**src/include/iocfg_pkg.sv**
```systemverilog
// package: constants and carriers for the port access block
package iocfg_pkg;
   localparam int ADDR_W = 24;
   localparam logic [23:0] MEM_LO = 24'h00_0000;
   localparam logic [23:0] MEM_HI = 24'hff_ffff;
   localparam logic [23:0] IO_HI = 24'h00_ffff;
   localparam logic [23:0] COPRO_LO = 24'h80_00f8;
   localparam logic [23:0] COPRO_HI = 24'h80_00ff;
   localparam logic [15:0] PORT_INDEX = 16'h0022;
   localparam logic [15:0] PORT_DATA = 16'h0023;
   localparam logic [7:0] IDX_LO = 8'hc0;
   localparam logic [7:0] IDX_HI = 8'hcf;
   localparam int CFG_N = 16;
   localparam logic [7:0] CFG_RST = 8'h00;
   localparam logic [7:0] IDX_RST = 8'h00;

   typedef enum logic [1:0] {KIND_MEM, KIND_IO, KIND_ESCAPE} iocfg_kind_t;
   typedef enum logic [1:0] {SZ_BYTE, SZ_WORD, SZ_DWORD} iocfg_size_t;

   typedef struct packed {
      iocfg_kind_t kind;
      logic write;
      iocfg_size_t size;
      logic [23:0] addr;
      logic [31:0] data;
   } iocfg_req_t;

   typedef struct packed {
      logic memNotIo;
      logic write;
      iocfg_size_t size;
      logic [23:0] addr;
      logic [31:0] data;
   } iocfg_ext_t;
endpackage : iocfg_pkg

```
**src/logic/iocfg_port_access.sv**
```systemverilog
// address-space decode and configuration port handling
`timescale 1ns/1ns
// Function
// - decode 24-bit memory space, 16 MBytes
// - port accesses limited to 64 KByte range
// - coprocessor ports at upper I/O F8-FF
// - escape opcode generates coprocessor port accesses
// - I/O transfers of 8, 16, 32 bits
// - port instructions drive memory/IO select low
// - upper eight address bits low for port instructions, 80h for coprocessor ports
// - on-chip register accesses run no external cycle
// - data access on-chip only after index write
// - out-of-range index writes go external
// - index port reads always go external
// - memory accesses of byte, word, doubleword
// - little-endian items addressed by lowest byte
module iocfg_port_access (
   input wire logic clk,
   input wire logic srst,
   input wire logic ce,
   input wire logic reqValid,
   input wire iocfg_pkg::iocfg_req_t req,
   output logic extValid,
   output iocfg_pkg::iocfg_ext_t ext,
   output logic intDone,
   output logic [7:0] intRdata,
   output logic idxValid
);
   logic extValid_r, extValid_nxt;
   iocfg_pkg::iocfg_ext_t ext_r, ext_nxt;
   logic intDone_r, intDone_nxt;
   logic [7:0] rdata_r, rdata_nxt;
   logic [7:0] idx_r, idx_nxt;
   logic idxVld_r, idxVld_nxt;
   logic cfgWr;
   logic [7:0] cfg_r [iocfg_pkg::CFG_N];
   logic [15:0] port;
   logic idxInRange;

   assign port = req.addr[15:0];
   assign idxInRange = (req.data[7:0] >= iocfg_pkg::IDX_LO) &&
      (req.data[7:0] <= iocfg_pkg::IDX_HI);

   always_comb begin
      extValid_nxt = 1'b0;
      ext_nxt = ext_r;
      intDone_nxt = 1'b0;
      rdata_nxt = rdata_r;
      idx_nxt = idx_r;
      idxVld_nxt = idxVld_r;
      cfgWr = 1'b0;
      if (reqValid) begin
         ext_nxt.write = req.write;
         ext_nxt.size = req.size;
         ext_nxt.data = req.data;
         case (req.kind)
            iocfg_pkg::KIND_MEM: begin
               extValid_nxt = 1'b1;
               ext_nxt.memNotIo = 1'b1;
               ext_nxt.addr = req.addr;
            end
            iocfg_pkg::KIND_ESCAPE: begin
               extValid_nxt = 1'b1;
               ext_nxt.memNotIo = 1'b0;
               ext_nxt.addr = iocfg_pkg::COPRO_LO |
                  {21'h0, req.addr[2:0]};
            end
            iocfg_pkg::KIND_IO: begin
               ext_nxt.memNotIo = 1'b0;
               ext_nxt.addr = {8'h00, port};
               if (port == iocfg_pkg::PORT_INDEX && req.write &&
                   idxInRange) begin
                  intDone_nxt = 1'b1;
                  idx_nxt = req.data[7:0];
                  idxVld_nxt = 1'b1;
               end else if (port == iocfg_pkg::PORT_DATA && idxVld_r) begin
                  intDone_nxt = 1'b1;
                  idxVld_nxt = 1'b0;
                  cfgWr = req.write;
                  if (!req.write) begin
                     rdata_nxt = cfg_r[idx_r[3:0]];
                  end
               end else begin
                  extValid_nxt = 1'b1;
                  if (port == iocfg_pkg::PORT_INDEX && req.write) begin
                     idxVld_nxt = 1'b0;
                  end
               end
            end
            default: begin
               extValid_nxt = 1'b0;
            end
         endcase
      end
   end

   always_ff @(posedge clk) begin
      if (srst) begin
         extValid_r <= 1'b0;
         ext_r <= '0;
         intDone_r <= 1'b0;
         rdata_r <= iocfg_pkg::CFG_RST;
         idx_r <= iocfg_pkg::IDX_RST;
         idxVld_r <= 1'b0;
      end else if (ce) begin
         extValid_r <= extValid_nxt;
         ext_r <= ext_nxt;
         intDone_r <= intDone_nxt;
         rdata_r <= rdata_nxt;
         idx_r <= idx_nxt;
         idxVld_r <= idxVld_nxt;
      end
   end

   // configuration register storage
   genvar gi;
   generate
      for (gi = 0; gi < iocfg_pkg::CFG_N; gi++) begin : g_cfg
         logic [7:0] cfgNxt;
         always_comb begin
            cfgNxt = cfg_r[gi];
            if (cfgWr && idx_r[3:0] == 4'(gi)) begin
               cfgNxt = req.data[7:0];
            end
         end
         always_ff @(posedge clk) begin
            if (srst) begin
               cfg_r[gi] <= iocfg_pkg::CFG_RST;
            end else if (ce) begin
               cfg_r[gi] <= cfgNxt;
            end
         end
      end
   endgenerate

   assign extValid = extValid_r;
   assign ext = ext_r;
   assign intDone = intDone_r;
   assign intRdata = rdata_r;
   assign idxValid = idxVld_r;
endmodule : iocfg_port_access

```
**config.mk**
```make
export PLATFORM = sky130hd
export DESIGN_NAME = iocfg_port_access
export DESIGN_NICKNAME = d
export VERILOG_FILES = /design/src/include/iocfg_pkg.sv /design/src/logic/iocfg_port_access.sv
export SDC_FILE = /design/constraint.sdc
export NUM_CORES = 1
export LEC_CHECK = 0
export BUFFER_PORTS_ARGS = -buffer_cell sky130_fd_sc_hd__buf_2
export CAP_MARGIN = 20
export CORE_ASPECT_RATIO = 0.5
export CORE_MARGIN = 1.5
export CORE_UTILIZATION = 51
export DETAILED_ROUTE_END_ITERATION = 10
export PLACE_DENSITY = 0.76
export SKIP_LAST_GASP = 1
export SLEW_MARGIN = 0
export SYNTH_ARGS = -nofsm -noshare
export SYNTH_HDL_FRONTEND = slang
export SYNTH_SLANG_ARGS = --single-unit
export TNS_END_PERCENT = 10
```
**constraint.sdc**
```tcl
create_clock -name clk -period 3.1 [get_ports clk]
set_input_delay 0.775 -clock clk [delete_from_list [all_inputs] [get_ports clk]]
set_output_delay 0.775 -clock clk [all_outputs]
set_load 0.03 [all_outputs]
```
* Yosys cells after proc, flatten, opt, wreduce, memory -nomap -nowiden
Memories as Yosys holds them, arrays and structs flattened. A register that Yosys moved wholly into a read port is not among the register bits. Cells that the tools add are included.
Operators by class: $lt $le $gt $ge 2, equal/unequal tests 35, mux-type cells 54, bitwise logic cells 18, reduce and logical (&&, ||, !) cells 49
Operator list (number):
- $mux W8 | 32
- $pmux W24 S3 | 1
- $reduce_and A2 Y1 | 17
- $eq A16 B6 Y1 const B | 2
- $eq A4 B4 Y1 const B | 8
- $logic_and A1 B1 Y1 | 20
- $mux W1 | 19
- $eq A4 B3 Y1 const B | 4
- $ne A1 B1 Y1 const B | 16
- $or A1 B1 Y1 | 16
- $eq A4 B2 Y1 const B | 2
- $ge A8 B8 Y1 const B | 1
- $le A8 B8 Y1 const B | 1
- $reduce_and A4 Y1 | 2
- $reduce_and A3 Y1 | 2
- $reduce_and A6 Y1 | 1
- $reduce_bool A3 Y1 | 2
- $eq A4 B1 Y1 const B | 1
- $logic_not A4 Y1 | 1
- $pmux W1 S2 | 2
- $reduce_or A2 Y1 | 2
- $eq A2 B1 Y1 const B | 1
- $eq A2 B2 Y1 const B | 1
- $logic_not A2 Y1 | 1
- 2 further kinds | 3
Word-level totals: bits in registers 67, bits in writable memories 128, input port bits 65, output and inout port bits 71, logic and storage cells 168, memories kept 1
Memory list:
- cfg_r | words 16, bits a word 8, rd ports 1, clocked after Yosys merged registers in 1, write ports 16, RTL line iocfg_port_access.sv:36 | logic [7:0] cfg_r [iocfg_pkg::CFG_N];

* Longest topological paths before layout
depth after elaboration 10, gate-level depth with buffers 8

* Least setup slack after synthesis
No wires, ideal clock.
path type in2reg, start input port req[60] in the netlist's numbering, end memory cfg_r[7][0] (enable), data arrival time 2.560 ns, data required time 2.716 ns, path slack 0.156 ns, stages on the path 8, cells stage by stage inv_1 -> ha_1 -> nand3_1 -> nor2b_1 -> buf_2 -> nand3_2 -> clkbuf_2 -> o21ai_0
RTL lines:
- start: declaration | RTL line iocfg_port_access.sv:22 | input wire iocfg_pkg::iocfg_req_t req,
- end: declaration | RTL line iocfg_port_access.sv:36

==> impl_metrics.tcl <==
set metrics [dict create \
    clkLatencyLatePin_ns 0.49 \
    syn_area_per_cell_um2 11.7 \
    ir_worst_vdd_mv 0.329 \
    clk_pin_slew_ns 0.07 \
    synthSimpleGateAreaFrac_pct 18.9 \
    period_needed_ns 2.54 \
    grt-ovfl-total 0 \
    drt_iter0_markers 668 \
    hold_slack_ns 0.450 \
    cp_data_arrival_time_ns 2.73 \
    synth-main-ff-cell "edfxtp_1" \
    start_kind "primary input" \
    slew_headroom_pct 45.9 \
    fmax_ghz 0.393 \
    ant_nets 0 \
    grt_use_total_pct 23.8 \
    num_rows 33 \
    hold_viol 0 \
    required_ns 3.29 \
    die_y_um 95.3 \
    die_x_um 188 \
    hold_buffers 0 \
    ios 136 \
    area_growth_pct 17.8 \
    viasPerCell 5.67 \
    drive_gt1_share_pct 27.6 \
    worst_pin_slew_ns 0.811 \
    synth_cells 744 \
    post_cts_resized 0 \
    synth_edf_count 128 \
    tns_ns 0 \
    ys_ff_latch 203 \
    vias 6336 \
    outcome "finished clean" \
    synth_compound_area_share_pct 7.53 \
    root_buffer "clkbuf_16" \
    fill_cells 1315 \
    wl_per_cell_um 19.0 \
    syn-num-nets 813 \
    post-route-util_pct 62.0 \
    pwr-share-clk_pct 40.6 \
    highest_layer "met4" \
    endpoint_kind "register" \
    layout_commonest_cell "nor2_1" \
    combPwrFrac_pct 6.7 \
    multi_input_comb_area_um2 3080 \
    ff2ff_path_depth 5 \
    cts_max_level 1 \
    core_um2 16500 \
    grt_max_degree 38 \
    total_power_mw 5.75 \
    internal_power_mw 4.49 \
    p_per_area_nw_per_um2 562 \
    n_antenna_cell 0 \
    io_buffers 135 \
    cp_max_fo 13 \
    switchingPower_mw 1.27 \
    dp_hpwl_um 14600 \
    critPathKind "primary input to register" \
    cts_inserted_buffers 19 \
    met3_length_um 2100 \
    cts.path.max_buffers 3 \
    pwr-share-seq_pct 52.7 \
    setup_viol 0 \
    synth.distinct_cells 44 \
    post_cts_buffers 0 \
    synth_xor_area_share_pct 0 \
    grt_pass1_wl_um 32600 \
    min_path_type "register to register" \
    grt_pass1_vias 6033 \
    power.leakage_nw 3.68 \
    synth_warnings 0 \
    synthAdderAreaFrac_pct 0.576 \
    grt_antenna_before_repair 0 \
    muxShareOfSynthArea_pct 8.41 \
    drc 0 \
    start_util_pct 52.6 \
    timing.final.crit_share_pct 82.0 \
    route.met2.wl_um 9710 \
    clock_sinks 203 \
    register_area_um2 5350 \
    max_cap_viol_count 0 \
    gp_congestion 0.845 \
    yosysSeqAreaShare_pct 61.5 \
    wl_met1_um 8780 \
    syn_area_um2 8690 \
    rsz0062_at_grt "false" \
    wl_um 21200 \
    nets 948 \
    cts_tree "done" \
    holdPathStages 2 \
    die-area_um2 17900 \
    skew_ns 0.0120 \
    async_reset_ff_share_pct 0 \
    drt_first_pass_iters 5 \
    synth_top_family_by_area "simple AND/OR/NAND/NOR gates" \
    layout_common_cells "nor2_1, buf_2, edfxtp_1" \
    swShare_pct 22.0 \
    slew_viol_final 0 \
]
==> power groups by stage <==
stage          clock network, mW  logic [mW]  registers (mW)
4_1_cts                     2.34       0.386            3.03
3_5_place_dp                   0       0.386            3.09
6_report                    2.34       0.386            3.03
5_1_grt                     2.44       0.417            3.04
3_3_place_gp                   0       0.377            3.09
2_1_floorplan                  0       0.166            3.14
==> routing by layer <==
metal | vias up | track usage (%)
met5 | - | 0
met4 | 0 | 7.27
met3 | 52 | 5.70
met2 | 338 | 39.6
met1 | 3009 | 31.5
li1 | 2937 | -
==> final timing paths <==
path / slack (ns) / startpoint / end
worst max-delay path: 0.56 / req[34] / cfg_r[12][6]
worst min-delay path: 0.45 / ext[52] / ext[52]
worst max register to register: 0.88 / idx_r[1] / cfg_r[6][1]
worst min register to register: 0.45 / ext[52] / ext[52]
==> logic make-up (layout without fill, tap and decap cells) <==
family | after synthesis | count (layout)
buffers and inverters | 54 | 200
AOI/OAI and AO/OA | 110 | 110
DFF | 203 | 203
adders and majority gates | 4 | 4
and+or+nand+nor | 340 | 340
muxes | 33 | 33
==> registers in the layout, indices dropped and copies added (netlist names) <==
name and flops:
idxValid 1, extValid 1, ext 60, intDone 1
cfg_r 128, intRdata 8, idx_r 4
==> critical path: stages <==
cell and delay (ns):
buf_2 0.12, nor4b_2 0.42, and4_2 0.45, nand3_2 0.39, o21ai_0 0.35, buf_4 0.21
==> cell type report <==
class / count / share of cell area (%)
sequential: 203 / 52.2
multi-input combinational: 487 / 30.1
timing repair buffer: 165 / 8.80
clock buffer: 20 / 4.68
tap: 227 / 2.78
clock inverter: 12 / 1.28
inverter: 3 / 0.110
==> through the flow <==
stage / area, µm² / instances / worst slack [ns]
after floorplan: 8690 / 744 / 0.156
after global placement: 9620 / 1085 / 0.230
after detailed placement: 9620 / 1085 / 0.160
after CTS: 10200 / 1117 / 0.596
after global routing: 10200 / 1117 / 0.427
final: 10200 / 1117 / 0.558
==> synthesized netlist by cell type (all sizes together) (2+ instances only) <==
master,number,area (µm²)
o21ai,15,75.1
o31ai,5,37.5
nand3,20,110
mux4,32,721
ha,4,50.1
inv,3,11.3
nand4,13,201
nor2b,9,56.3
nor4b,4,62.6
edfxtp,128,3840
and2,3,18.8
dfxtp,75,1500
nor3,14,75.1
a31o,2,17.5
and3,2,12.5
a211oi,2,15.0
nand3b,7,52.6
clkbuf,24,91.3
buf,27,160
o22ai,8,50.1
nor4,2,25.0
and4,3,28.8
nor2,147,552
a21oi,59,295
nand2b,2,12.5
a22o,16,140
nand2,112,420
Power figures use the tool's default switching activity.
